--- config.mk ---
export PLATFORM = sky130hd
export DESIGN_NAME = pmc_top
export DESIGN_NICKNAME = d
export VERILOG_FILES = /design/src/hdl/pmc_sync.v /design/src/hdl/pmc_phase_ctrl.v /design/src/hdl/pmc_top.v
export VERILOG_INCLUDE_DIRS = /design/src /design/src/inc
export SDC_FILE = /design/constraint.sdc
export NUM_CORES = 1
export LEC_CHECK = 0
export ABC_AREA = 1
export BUFFER_PORTS_ARGS = -buffer_cell sky130_fd_sc_hd__buf_2
export CAP_MARGIN = 20
export CORE_UTILIZATION = 55
export DETAILED_ROUTE_END_ITERATION = 12
export PLACE_DENSITY_LB_ADDON = 0.3
export SYNTH_ARGS = -nofsm -noshare
export SYNTH_HDL_FRONTEND = slang
export SYNTH_SLANG_ARGS = --single-unit
--- constraint.sdc ---
create_clock -name i_core_clk -period 5.1 [get_ports i_core_clk]
set_input_delay 0.51 -clock i_core_clk [delete_from_list [all_inputs] [get_ports i_core_clk]]
set_output_delay 0.51 -clock i_core_clk [all_outputs]
set_load 0.05 [all_outputs]
--- src/inc/pmc_map.vh ---
`ifndef PMC_MAP_VH
`define PMC_MAP_VH

// command codes, which double as register offsets
`define PMC_CMD_PAGE 8'h00
`define PMC_CMD_OPERATION 8'h01
`define PMC_CMD_ONOFF_CFG 8'h02
`define PMC_CMD_CLEAR_FAULTS 8'h03
`define PMC_CMD_STORE_USER 8'h15
`define PMC_CMD_RESTORE_USER 8'h16
`define PMC_CMD_TEXT_ID 8'h99

// reset values
`define PMC_PAGE_RST 8'h00
`define PMC_OPERATION_RST 8'h00
`define PMC_ONOFF_RST 8'h17
`define PMC_SEC_RST 8'h00
`define PMC_SEC_AFTER_RESTORE 8'h01

// page codes
`define PMC_PAGE_P0 8'h00
`define PMC_PAGE_P1 8'h01
`define PMC_PAGE_BOTH 8'hFF

// output control encodings, bits 7:6 state and 5:4 margin
`define PMC_OP_STATE_HI 7
`define PMC_OP_STATE_LO 6
`define PMC_OP_MARGIN_HI 5
`define PMC_OP_MARGIN_LO 4
`define PMC_ST_IMM_OFF 2'b00
`define PMC_ST_SOFT_OFF 2'b01
`define PMC_ST_ON 2'b10
`define PMC_OP_IMM_OFF 8'h00
`define PMC_OP_SOFT_OFF 8'h40
`define PMC_OP_ON_NOM 8'h80
`define PMC_OP_ON_MLOW 8'h90
`define PMC_OP_ON_MHIGH 8'hA0

// start source configuration fields
`define PMC_CFG_SRC_HI 4
`define PMC_CFG_SRC_LO 2
`define PMC_CFG_POL_BIT 1
`define PMC_CFG_OFF_BIT 0
`define PMC_SRC_PIN_ONLY 3'b101
`define PMC_SRC_CMD_ONLY 3'b110

// fault status: bits 6:0 latch conditions until cleared, bit 7 is command error
`define PMC_FAULT_CML_BIT 7

// nonvolatile busy time
`define PMC_NVM_BUSY_MS 100
`define PMC_CORE_CLK_KHZ 20000
`define PMC_NVM_CNT_W 22
// 100 ms of 20 MHz core clock, already sized to the busy counter
`define PMC_NVM_BUSY_CYCLES 22'h1E_8480

`endif

--- src/hdl/pmc_sync.v ---
`default_nettype none

// two flop synchroniser, per bit
module pmc_sync #(
  parameter WIDTH = 1,
  parameter [WIDTH-1:0] RST_VAL = {WIDTH{1'b1}}
) (
  input wire i_core_clk,
  input wire i_reset,
  input wire [WIDTH-1:0] i_async,
  output reg [WIDTH-1:0] o_sync
);

  reg [WIDTH-1:0] meta_q;

  // the first stage feeds only the second stage
  always @(posedge i_core_clk) begin
    if (i_reset) begin
      // reset to the idle level of each pin, so no false edge follows reset
      meta_q <= RST_VAL;
      o_sync <= RST_VAL;
    end else begin
      meta_q <= i_async;
      o_sync <= meta_q;
    end
  end

endmodule // pmc_sync

`default_nettype wire

--- src/hdl/pmc_phase_ctrl.v ---
`default_nettype none
`include "pmc_map.vh"

// per phase output control byte, start source configuration and on/off decision
module pmc_phase_ctrl (
  input wire i_core_clk,
  input wire i_reset,
  input wire i_op_we,
  input wire i_cfg_we,
  input wire [7:0] i_wdata,
  input wire i_load,
  input wire [7:0] i_load_cfg,
  input wire i_enable_pin,
  output reg [7:0] o_op_state,
  output reg [7:0] o_cfg,
  output reg o_on,
  output reg o_off_immediate,
  output reg [1:0] o_margin
);

  reg [7:0] op_q;
  reg want_on;
  reg off_imm_sel;
  wire [1:0] op_st = op_q[`PMC_OP_STATE_HI:`PMC_OP_STATE_LO];
  wire [2:0] src = o_cfg[`PMC_CFG_SRC_HI:`PMC_CFG_SRC_LO];
  wire cmd_on = (op_st == `PMC_ST_ON);

  // start source and turn-off style; a command off wins over the pin off style
  always @* begin
    want_on = i_enable_pin & cmd_on;
    off_imm_sel = o_cfg[`PMC_CFG_OFF_BIT];
    case (src)
      `PMC_SRC_PIN_ONLY: begin
        want_on = i_enable_pin;
      end
      `PMC_SRC_CMD_ONLY: begin
        want_on = cmd_on;
        off_imm_sel = (op_st == `PMC_ST_IMM_OFF);
      end
      default: begin
        if (!cmd_on) begin
          off_imm_sel = (op_st == `PMC_ST_IMM_OFF);
        end
      end
    endcase
  end

  // stored bytes; the output control byte never comes from the user store
  always @(posedge i_core_clk) begin
    if (i_reset) begin
      op_q <= `PMC_OPERATION_RST;
      o_cfg <= `PMC_ONOFF_RST;
    end else begin
      if (i_op_we) begin
        op_q <= i_wdata;
      end
      if (i_load) begin
        o_cfg <= i_load_cfg;
      end else if (i_cfg_we) begin
        // unused bits read zero, polarity bit is fixed high
        o_cfg <= {3'b000, i_wdata[4:2], 1'b1, i_wdata[0]};
      end
    end
  end

  // present state, also what a read of the control byte returns
  always @(posedge i_core_clk) begin
    if (i_reset) begin
      o_on <= 1'b0;
      o_off_immediate <= 1'b1;
      o_margin <= 2'b00;
      o_op_state <= `PMC_OPERATION_RST;
    end else begin
      o_on <= want_on;
      o_off_immediate <= ~want_on & off_imm_sel;
      o_margin <= want_on ? op_q[`PMC_OP_MARGIN_HI:`PMC_OP_MARGIN_LO] : 2'b00;
      if (want_on) begin
        o_op_state <= {`PMC_ST_ON, op_q[5:4], 4'h0};
      end else if (off_imm_sel) begin
        o_op_state <= {`PMC_ST_IMM_OFF, 6'h00};
      end else begin
        o_op_state <= {`PMC_ST_SOFT_OFF, 6'h00};
      end
    end
  end

endmodule // pmc_phase_ctrl

`default_nettype wire

--- src/hdl/pmc_top.v ---
`default_nettype none
`include "pmc_map.vh"

// How it works
// - page byte picks phase one, two, or both
// - page register byte wide, unprotected, resets zero
// - control byte: state bits 7:6, margin 5:4
// - immediate off skips delay and fall ramp
// - control byte reads live state, never stored
// - undefined control byte encodings flag command error
// - control byte paged, protectable, resets immediate off
// - config bits 4:2 pick pin or command start
// - enable pin is active high only
// - config bit 0 picks immediate or soft off for pin turn-off
// - config byte paged, protectable, resets 0x17
// - clear faults, unless write-protected, wipes status and releases alert
// - standing faults set again at once
// - clearing faults never restarts an output
// - store copies settings, bus ignored 100 ms
// - restore loads settings, also at power-up
// - restore completion sets security level one
// - bus ignored while restoring; host waits
// - block transfers lead with a byte count
// - text commands return ASCII strings
module pmc_top #(
  parameter [6:0] P_DEV_ADDR = 7'h40,
  parameter [`PMC_NVM_CNT_W-1:0] P_NVM_BUSY_CYCLES = `PMC_NVM_BUSY_CYCLES,
  parameter P_TEXT_LEN = 4,
  parameter [8*P_TEXT_LEN-1:0] P_TEXT = 32'h504D_4331
) (
  input wire i_core_clk,
  input wire i_reset,
  input wire i_smb_clk,
  input wire i_smb_dat,
  output reg o_smb_dat,
  output reg o_smb_dat_oe_n,
  output reg o_alert_out_oe_n,
  input wire i_enable,
  input wire i_write_protect,
  input wire [6:0] i_fault_cond,
  output reg [7:0] o_fault_status,
  output reg [7:0] o_security_level,
  output reg o_nvm_busy,
  output wire [1:0] o_phase_on,
  output wire [1:0] o_phase_off_immediate,
  output wire [3:0] o_phase_margin
);

  localparam [2:0] ST_IDLE = 3'd0;
  localparam [2:0] ST_RX = 3'd1;
  localparam [2:0] ST_RX_ACK = 3'd2;
  localparam [2:0] ST_TX = 3'd3;
  localparam [2:0] ST_TX_ACK = 3'd4;
  localparam [7:0] LP_TEXT_LEN = P_TEXT_LEN[7:0];

  wire scl_s;
  wire sda_s;
  wire en_s;
  reg scl_q;
  reg sda_q;
  reg [2:0] st_q;
  reg [3:0] cnt_q;
  reg [7:0] sh_q;
  reg is_addr_q;
  reg rd_mode_q;
  reg tx_ack_q;
  reg [7:0] cmd_q;
  reg [3:0] nbytes_q;
  reg [3:0] rd_idx_q;
  reg [7:0] page_q;
  reg [7:0] wdata_q;
  reg op_we_q;
  reg cfg_we_q;
  reg clr_q;
  reg store_q;
  reg restore_cmd_q;
  reg cml_set_q;
  reg [`PMC_NVM_CNT_W-1:0] busy_cnt_q;
  reg restoring_q;
  reg load_q;
  reg [7:0] usr_page_q;
  reg [7:0] usr_cfg0_q;
  reg [7:0] usr_cfg1_q;
  reg [7:0] rd_byte;
  wire [7:0] fault_d;
  wire [7:0] op_state0;
  wire [7:0] op_state1;
  wire [7:0] cfg0;
  wire [7:0] cfg1;
  wire [8*P_TEXT_LEN-1:0] text_sh;

  // bus pins and the enable pin cross into the core clock here
  pmc_sync #(
    .WIDTH(3),
    .RST_VAL(3'b110)
  ) u_sync (
    .i_core_clk(i_core_clk),
    .i_reset(i_reset),
    .i_async({i_smb_clk, i_smb_dat, i_enable}),
    .o_sync({scl_s, sda_s, en_s})
  );

  // edges and bus conditions seen on the synchronised lines
  wire scl_rise = scl_s & ~scl_q;
  wire scl_fall = ~scl_s & scl_q;
  wire bus_start = scl_s & scl_q & sda_q & ~sda_s;
  wire bus_stop = scl_s & scl_q & ~sda_q & sda_s;

  // page selection decode
  wire sel_p0 = (page_q == `PMC_PAGE_P0) | (page_q == `PMC_PAGE_BOTH);
  wire sel_p1 = (page_q == `PMC_PAGE_P1) | (page_q == `PMC_PAGE_BOTH);
  wire rd_p1 = (page_q == `PMC_PAGE_P1);
  wire page_ok = (sh_q == `PMC_PAGE_P0) | (sh_q == `PMC_PAGE_P1) | (sh_q == `PMC_PAGE_BOTH);
  wire op_ok = (sh_q == `PMC_OP_IMM_OFF) | (sh_q == `PMC_OP_SOFT_OFF) |
               (sh_q == `PMC_OP_ON_NOM) | (sh_q == `PMC_OP_ON_MLOW) | (sh_q == `PMC_OP_ON_MHIGH);

  assign text_sh = P_TEXT >> (8 * (P_TEXT_LEN - rd_idx_q));

  // read data for the current command and byte index
  always @* begin
    rd_byte = 8'hFF;
    case (cmd_q)
      `PMC_CMD_PAGE: begin
        rd_byte = page_q;
      end
      `PMC_CMD_OPERATION: begin
        rd_byte = rd_p1 ? op_state1 : op_state0;
      end
      `PMC_CMD_ONOFF_CFG: begin
        rd_byte = rd_p1 ? cfg1 : cfg0;
      end
      `PMC_CMD_TEXT_ID: begin
        if (rd_idx_q == 4'h0) begin
          rd_byte = LP_TEXT_LEN;
        end else if (rd_idx_q <= LP_TEXT_LEN[3:0]) begin
          rd_byte = text_sh[7:0];
        end else begin
          rd_byte = 8'h00;
        end
      end
      default: begin
        rd_byte = 8'hFF;
      end
    endcase
  end

  // bus byte engine and command decode; ignores every start while busy
  always @(posedge i_core_clk) begin
    if (i_reset) begin
      scl_q <= 1'b1;
      sda_q <= 1'b1;
      st_q <= ST_IDLE;
      cnt_q <= 4'h0;
      sh_q <= 8'h00;
      is_addr_q <= 1'b0;
      rd_mode_q <= 1'b0;
      tx_ack_q <= 1'b0;
      cmd_q <= 8'h00;
      nbytes_q <= 4'h0;
      rd_idx_q <= 4'h0;
      page_q <= `PMC_PAGE_RST;
      wdata_q <= 8'h00;
      op_we_q <= 1'b0;
      cfg_we_q <= 1'b0;
      clr_q <= 1'b0;
      store_q <= 1'b0;
      restore_cmd_q <= 1'b0;
      cml_set_q <= 1'b0;
      o_smb_dat <= 1'b0;
      o_smb_dat_oe_n <= 1'b1;
    end else begin
      scl_q <= scl_s;
      sda_q <= sda_s;
      op_we_q <= 1'b0;
      cfg_we_q <= 1'b0;
      clr_q <= 1'b0;
      store_q <= 1'b0;
      restore_cmd_q <= 1'b0;
      cml_set_q <= 1'b0;
      if (bus_stop) begin
        st_q <= ST_IDLE;
        o_smb_dat_oe_n <= 1'b1;
        rd_mode_q <= 1'b0;
        // forget the count, or a later foreign frame's stop replays the command
        nbytes_q <= 4'h0;
        // data-less commands act on the stop that ends them
        if (!rd_mode_q && nbytes_q == 4'h1 && !o_nvm_busy) begin
          case (cmd_q)
            `PMC_CMD_CLEAR_FAULTS: begin
              clr_q <= ~i_write_protect;
              cml_set_q <= i_write_protect;
            end
            `PMC_CMD_STORE_USER: begin
              store_q <= 1'b1;
            end
            `PMC_CMD_RESTORE_USER: begin
              restore_cmd_q <= 1'b1;
            end
            default: begin
              cml_set_q <= 1'b1;
            end
          endcase
        end
      end else if (bus_start) begin
        st_q <= o_nvm_busy ? ST_IDLE : ST_RX;
        cnt_q <= 4'h0;
        is_addr_q <= 1'b1;
        o_smb_dat_oe_n <= 1'b1;
      end else begin
        case (st_q)
          ST_RX: begin
            if (scl_rise) begin
              sh_q <= {sh_q[6:0], sda_s};
              cnt_q <= cnt_q + 4'h1;
            end else if (scl_fall && cnt_q == 4'h8) begin
              is_addr_q <= 1'b0;
              if (is_addr_q) begin
                if (sh_q[7:1] == P_DEV_ADDR) begin
                  o_smb_dat_oe_n <= 1'b0;
                  st_q <= ST_RX_ACK;
                  rd_mode_q <= sh_q[0];
                  rd_idx_q <= 4'h0;
                  if (!sh_q[0]) begin
                    nbytes_q <= 4'h0;
                  end
                end else begin
                  st_q <= ST_IDLE;
                end
              end else begin
                o_smb_dat_oe_n <= 1'b0;
                st_q <= ST_RX_ACK;
                if (nbytes_q != 4'hF) begin
                  nbytes_q <= nbytes_q + 4'h1;
                end
                if (nbytes_q == 4'h0) begin
                  cmd_q <= sh_q;
                end else if (nbytes_q == 4'h1) begin
                  wdata_q <= sh_q;
                  case (cmd_q)
                    `PMC_CMD_PAGE: begin
                      if (page_ok) begin
                        page_q <= sh_q;
                      end else begin
                        cml_set_q <= 1'b1;
                      end
                    end
                    `PMC_CMD_OPERATION: begin
                      op_we_q <= op_ok & ~i_write_protect;
                      cml_set_q <= ~op_ok | i_write_protect;
                    end
                    `PMC_CMD_ONOFF_CFG: begin
                      cfg_we_q <= ~i_write_protect;
                      cml_set_q <= i_write_protect;
                    end
                    default: begin
                      cml_set_q <= 1'b1;
                    end
                  endcase
                end
              end
            end
          end
          ST_RX_ACK: begin
            if (scl_fall) begin
              cnt_q <= 4'h0;
              if (rd_mode_q) begin
                sh_q <= rd_byte;
                o_smb_dat_oe_n <= rd_byte[7];
                rd_idx_q <= rd_idx_q + 4'h1;
                st_q <= ST_TX;
              end else begin
                o_smb_dat_oe_n <= 1'b1;
                st_q <= ST_RX;
              end
            end
          end
          ST_TX: begin
            if (scl_fall) begin
              if (cnt_q == 4'h7) begin
                o_smb_dat_oe_n <= 1'b1;
                st_q <= ST_TX_ACK;
              end else begin
                sh_q <= {sh_q[6:0], 1'b0};
                o_smb_dat_oe_n <= sh_q[6];
                cnt_q <= cnt_q + 4'h1;
              end
            end
          end
          ST_TX_ACK: begin
            if (scl_rise) begin
              tx_ack_q <= ~sda_s;
            end else if (scl_fall) begin
              cnt_q <= 4'h0;
              if (tx_ack_q) begin
                sh_q <= rd_byte;
                o_smb_dat_oe_n <= rd_byte[7];
                rd_idx_q <= rd_idx_q + 4'h1;
                st_q <= ST_TX;
              end else begin
                st_q <= ST_IDLE;
              end
            end
          end
          default: begin
            st_q <= ST_IDLE;
          end
        endcase
      end
      if (load_q) begin
        page_q <= usr_page_q;
      end
    end
  end

  // user store and busy timer; the power-up restore starts straight from reset
  always @(posedge i_core_clk) begin
    if (i_reset) begin
      o_nvm_busy <= 1'b1;
      busy_cnt_q <= {`PMC_NVM_CNT_W{1'b0}};
      restoring_q <= 1'b1;
      load_q <= 1'b0;
      o_security_level <= `PMC_SEC_RST;
      usr_page_q <= `PMC_PAGE_RST;
      usr_cfg0_q <= `PMC_ONOFF_RST;
      usr_cfg1_q <= `PMC_ONOFF_RST;
    end else begin
      load_q <= 1'b0;
      if (o_nvm_busy) begin
        if (busy_cnt_q >= P_NVM_BUSY_CYCLES - 1'b1) begin
          o_nvm_busy <= 1'b0;
          load_q <= restoring_q;
          if (restoring_q) begin
            o_security_level <= `PMC_SEC_AFTER_RESTORE;
          end
        end else begin
          busy_cnt_q <= busy_cnt_q + 1'b1;
        end
      end else if (store_q) begin
        // the output control byte is deliberately left out of the store
        usr_page_q <= page_q;
        usr_cfg0_q <= cfg0;
        usr_cfg1_q <= cfg1;
        o_nvm_busy <= 1'b1;
        busy_cnt_q <= {`PMC_NVM_CNT_W{1'b0}};
        restoring_q <= 1'b0;
      end else if (restore_cmd_q) begin
        o_nvm_busy <= 1'b1;
        busy_cnt_q <= {`PMC_NVM_CNT_W{1'b0}};
        restoring_q <= 1'b1;
      end
    end
  end

  // a condition still present in the clear cycle sets its bit again
  assign fault_d = (o_fault_status & ~{8{clr_q}}) | {cml_set_q, i_fault_cond};

  // fault status and alert; clearing touches no phase state
  always @(posedge i_core_clk) begin
    if (i_reset) begin
      o_fault_status <= 8'h00;
      o_alert_out_oe_n <= 1'b1;
    end else begin
      o_fault_status <= fault_d;
      o_alert_out_oe_n <= ~(|fault_d);
    end
  end

  // page code 0x00 addresses the first phase, held in index 0
  pmc_phase_ctrl u_phase0 (
    .i_core_clk(i_core_clk),
    .i_reset(i_reset),
    .i_op_we(op_we_q & sel_p0),
    .i_cfg_we(cfg_we_q & sel_p0),
    .i_wdata(wdata_q),
    .i_load(load_q),
    .i_load_cfg(usr_cfg0_q),
    .i_enable_pin(en_s),
    .o_op_state(op_state0),
    .o_cfg(cfg0),
    .o_on(o_phase_on[0]),
    .o_off_immediate(o_phase_off_immediate[0]),
    .o_margin(o_phase_margin[1:0])
  );

  pmc_phase_ctrl u_phase1 (
    .i_core_clk(i_core_clk),
    .i_reset(i_reset),
    .i_op_we(op_we_q & sel_p1),
    .i_cfg_we(cfg_we_q & sel_p1),
    .i_wdata(wdata_q),
    .i_load(load_q),
    .i_load_cfg(usr_cfg1_q),
    .i_enable_pin(en_s),
    .o_op_state(op_state1),
    .o_cfg(cfg1),
    .o_on(o_phase_on[1]),
    .o_off_immediate(o_phase_off_immediate[1]),
    .o_margin(o_phase_margin[3:2])
  );

endmodule // pmc_top

`default_nettype wire

# After elaboration in Yosys (flattened, before gate mapping)
# Index checks and enable logic that the tools add are counted.
op_classes:
  addsub: 5
  magnitude_cmp: 2
  eq_ne: 60
  n_shift: 1
  muxes: 114
  bitwise: 51
  n_reduce_logical: 56
op_table:
  columns: ["op", "n"]
  rows:
  - ["8-bit 2-to-1 mux", 29]
  - ["22-bit 2-to-1 mux", 4]
  - ["4-bit 2-to-1 mux", 19]
  - ["8-bit case mux with 4 select lines", 2]
  - ["8-bit equality test (second input constant)", 6]
  - ["1-bit 2-to-1 mux", 36]
  - ["2-bit != test (second input constant)", 18]
  - ["31-bit by 32-bit right shift with 8-bit output (first input constant)", 1]
  - ["3-bit != test (second input constant)", 10]
  - ["3-bit 2-to-1 mux", 9]
  - ["8-bit by 1-bit equality test with 1-bit output (second input constant)", 3]
  - ["8-bit logical NOT", 3]
  - ["1-bit NOT", 23]
  - ["22-bit by 1-bit adder with 22-bit output (second input constant)", 1]
  - ["22-bit by 21-bit greater-or-equal comparator with 1-bit output (second input constant)", 1]
  - ["2-bit nonzero test", 11]
  - ["7-bit AND reduction", 3]
  - ["10-bit OR reduction", 2]
  - ["1-bit AND", 16]
  - ["8-bit by 2-bit equality test with 1-bit output (second input constant)", 2]
  - ["8-bit by 5-bit equality test with 1-bit output (second input constant)", 2]
  - ["4-bit case mux with 4 select lines", 1]
  - ["3-bit equality test (second input constant)", 5]
  - ["7-bit 2-to-1 mux", 2]
  - ["other kinds (43)", 80]
word_totals:
  register_bits: 180
  inputBits: 13
  out_inout_bits: 28
  word_cells: 335

# Depth between registers and ports, before layout
depth:
  word_depth: 16
  mapped_depth: 13
  mapped_depth_nobuf: 12

# Modules after synthesis
# A second synthesis with hierarchy kept.
hier_totals:
  cells_unflattened: 1240
  area_unflattened_um2: 8338.0
modules_own_cells:
  columns: ["mod", "instances", "cells_per_inst", "area_each_um2", "seq_area_each_um2"]
  rows:
  - ["pmc_top", 1, 1033, 6687.7, 2362.3]
  - ["pmc_phase_ctrl", 2, 94, 740.7, 340.3]
  - ["pmc_sync", 1, 19, 168.9, 120.1]

# Worst setup path after synthesis
# No wires, ideal clock.
synth_path:
  path_kind: "reg2reg"
  start: "register o_nvm_busy"
  end: "register busy_cnt_q[10]"
  setup_time_ps: 70
  arrival_ps: 1735
  required_time_ps: 5030
  slack_ps: 3295
  stages_incl_launch_ff: 7
  n_path_buf: 2
  period_less_slack_ps: 1805
  cell_sequence: "dfxtp_1 -> buf_4 -> clkinv_1 -> nand3_1 -> buf_2 -> nand3_1 -> a21oi_1"
synth_between:
  elab_chain_cells: 2
  elab_cells_between_ends: 4
  cone_classes: "1 x eq/ne; 1 x mux; 2 x reduce/logical"
synth_lines:
  columns: ["item", "line", "text"]
  rows:
  - ["start, declared", "pmc_top.v:43", "output reg o_nvm_busy,"]
  - ["start signal, assigned", "pmc_top.v:318", "o_nvm_busy <= 1'b1;"]
  - ["start signal, assigned", "pmc_top.v:330", "o_nvm_busy <= 1'b0;"]
  - ["start signal, assigned", "pmc_top.v:343", "o_nvm_busy <= 1'b1;"]
  - ["2-bit != test (no line) or 3-bit nonzero test (tied branches)", null, null]
  - ["2-bit AND reduction (no line)", null, null]
  - ["end signal, assigned", "pmc_top.v:319", "busy_cnt_q <= {`PMC_NVM_CNT_W{1'b0}};"]
  - ["end signal, assigned", "pmc_top.v:336", "busy_cnt_q <= busy_cnt_q + 1'b1;"]
  - ["end signal, assigned", "pmc_top.v:344", "busy_cnt_q <= {`PMC_NVM_CNT_W{1'b0}};"]
  - ["end, declared", "pmc_top.v:78", "reg [`PMC_NVM_CNT_W-1:0] busy_cnt_q;"]
# Parallel ways exist; a longest one is shown, timed or not.
# A chain may end at the register's enable or synchronous reset.

# Worst setup path after layout
layout_path:
  start: "register load_q"
  end: "register u_phase1.o_cfg[0]"
layout_between:
  elab_chain_cells: 1
  elab_cells_between_ends: 2
  cone_classes: "1 x mux; 1 x reduce/logical"
layout_lines:
  columns: ["item", "line", "text"]
  rows:
  - ["start, declared", "pmc_top.v:80", "reg load_q;"]
  - ["start signal, assigned", "pmc_top.v:331", "load_q <= restoring_q;"]
  - ["8-bit 2-to-1 mux or 2-bit nonzero test (tied branches)", null, null]
  - ["end signal, assigned", "pmc_phase_ctrl.v:52", "o_cfg <= `PMC_ONOFF_RST;"]
  - ["end signal, assigned", "pmc_phase_ctrl.v:58", "o_cfg <= i_load_cfg;"]
  - ["end signal, assigned", "pmc_phase_ctrl.v:61", "o_cfg <= {3'b000, i_wdata[4:2], 1'b1, i_wdata[0]};"]
  - ["end, declared", "pmc_phase_ctrl.v:15", "output reg [7:0] o_cfg,"]
# Parallel ways exist; a longest one is shown, timed or not.

==> qor.txt <==
Status: complete, no violations
HPWL Detailed: 14,230 um
Sequential cell area: 3143 sq um
CTS Buf Count: 17
NumNets Final: 1,240
Pwr Density: 382.9 nW/um^2
Global-route wire length before repair: 32,730 um
Clock slew at reported path FFs: 0.07 ns
CTS Root Cell: clkbuf_16
Ys flop type: dfxtp_1
Largest net degree at the start of global routing: 70
Total grt overflow: 0
Routed Wire Length: 20,270 um
Cell with the most instances after synthesis: nand2_1
Worst VDD drop: 0.2792 mV
Lkg Pwr: 0.003907 uW
Final antenna-violating net count: 0
Final Hold Viols: 0
Initial core utilization: 57.30%
Post-synth EDFFs: 0
Crit path cell chain: clkinv_1 -> nand2_1 -> o221ai_1
Die Ht: 123.2 um
CP peak stage delay: 1.10 ns
DR WL/cell: 14.35 um
RSZ-0062 raised after global routing: no
Async set-reset flop share out of synthesis: 0%
Clk_lat worst skew: 0.43 ns
Hold_sp: i_smb_dat
Layout cells sized above 1: 7.955%
Register bit total from synthesis: 157
WP depth: 3
Number of global-route vias before repair: 6,689
Initial antenna violation count: 0
R2R setup slack: 2.26 ns
Die Footprint: 15,170 sq um
Synth top area share: 38.92%
Inserted Diodes: 0
Fill count: 1,327
Vias per cell: 5.459
Maximum clock insertion buffer count: 2
Setup crit end kind: flip-flop
Final worst path period share: 55.69%
Crit path launch type: flip-flop
Pwr Total: 3361 uW
Core Util, Final: 62.26%
Critical Path RT: 5.40 ns
Placed instance count: 1,380
RR Startpoint: load_q
Synth Instances: 1,215
Slew headroom: 29.24%
Largest area contributor in the netlist: dfxtp_1
CTS resizes: 0
Ranking of synthesized cells by area: dfxtp_1 (39%), nand2_1 (13%), nor2_1 (8.9%)
Cell variety after synth: 44
Tmin final: 2.840 ns
WP buf/inv: 1
Worst min-delay path class: input port to flip-flop
# Max-Cap Violations: 0
Final max-slew violation count: 0
# Post-CTS Setup Buffers: 0
Syn_area_per_cell: 6.647 sq um
Drt pass-1 iters: 5
Initial detailed-routing violation count: 726
I/O pins: 41
GPL Wtd Cong: 0.9524
Die X: 123.2 um
WS Path Type: flip-flop to flip-flop
CTS tree: yes
Setup TNS: 0 ns
Syn. warnings: 0
Setup Viol. Count Final: 0
Commonest cells in the netlist: nand2_1 (280), nor2_1 (192), dfxtp_1 (157), inv_1 (121), a21oi_1 (104)
CTS Hold Bufs: 0
Crit path max fanout: 35
# port buffers: 32
Post-synthesis sequential area ratio: 38.92%
Setup crit end: u_phase1.o_cfg[0]
Core area: 14,100 sq um
RR Endpoint: u_phase1.o_cfg[0]
CP arrival: 3.14 ns
Vias: 7,708
FP Rows: 43
R2R depth: 3
H-Tree Depth: 4
Worst Tran Pin Value: 1.060 ns
CP max-delay cell: clkinv_1
P&R area growth vs syn: 8.660%
Residual DRC count: 0
Crit path launch: load_q
Fmax: 352.1 MHz
Synthesized cell area: 8076 sq um
Tot GR Track Use: 27.79%
Cell family with most CP delay: buffers and inverters
Area of the multi-input gates: 4163 sq um
Clock Sinks: 157
Finished Layout Cells: 1,412
Fin Clk Skew: 0.009455 ns
-- cell families (layout without fill, tap and decap cells) --
group / Yosys count / count (layout) / share of synthesized area [%]
simple gates: 647 / 647 / 35.04
compound gates: 203 / 203 / 13.37
buf+inv: 185 / 195 / 9.868
flops: 157 / 157 / 38.92
xor+xnor: 14 / 14 / 1.518
fa+ha+maj: 8 / 8 / 1.239
other cells: 1 / 8 / 0.04643
-- worst min-delay path by stage --
stage	to	slack (ns)	cells past startpoint
after floorplan	u_sync.o_sync[0]	0.39	2
after global placement	u_sync.o_sync[1]	0.39	1
after detailed placement	u_sync.o_sync[2]	0.40	1
after CTS	u_sync.meta_q[1]	0.25	2
after global routing	u_sync.meta_q[1]	0.25	2
final	u_sync.meta_q[1]	0.26	2
-- flip-flops by register name, indices dropped and copies added (netlist names), 7 cells and up --
signal	cells
u_phase1.o_cfg	8
usr_page_q	8
u_phase0.o_cfg	8
wdata_q	7
usr_cfg1_q	8
cmd_q	8
usr_cfg0_q	8
sh_q	8
page_q	8
o_fault_status	8
busy_cnt_q	22
-- worst register-to-register path: stages, from the launching register on --
cell and delay [ns]:
dfxtp_1 1.02, clkinv_1 1.10, nand2_1 0.45, o221ai_1 0.15
-- metal layers --
metal  vias up  global-route usage (%)  wire [um]
met5         -                       0          0
li1       3931                       -          -
met1      3524                   36.00       9203
met4         0                   11.37        552
met2       214                   45.39       9473
met3        39                   5.212       1035
-- where the power goes --
group | internal (uW) | switching (uW)
combinational | 217 | 527
sequential | 1290 | 60.7
clock | 661 | 607
-- stage by stage --
| step | area (sq um) | setup slack [ns] | hold slack, ns |
|---|---|---|---|
| global placement | 8194 | 2.383 | 0.3938 |
| CTS | 8776 | 2.282 | 0.2511 |
| finish | 8776 | 2.260 | 0.2608 |
| floorplan | 8103 | 3.295 | 0.3883 |
| detailed placement | 8194 | 2.374 | 0.3956 |
| global route | 8776 | 2.004 | 0.2462 |
-- cells in the final DEF (no fill, tap or decap), types with 4 or more instances in the layout --
cell type	instances
o21ai_0	72
nand3_1	95
xor2_1	11
ha_1	8
inv_8	7
nand3b_1	9
inv_2	5
or2_2	5
conb_1	8
o22ai_1	4
nor3_1	17
nand3_2	4
dfxtp_1	157
inv_6	6
inv_1	121
nor2_2	5
a21oi_1	104
buf_2	32
clkbuf_16	17
nand2_1	280
o211ai_1	16
nand4_1	23
nor2_1	192
-- area by class of cell --
class	count	share of cell area, %
multi-input combinational	880	47.43
clock buffer	17	4.847
inverter	128	5.475
clock inverter	15	1.782
sequential	157	35.81
tap	180	2.566
timing repair buffer	35	2.082
(Power assumes the default switching activity.)
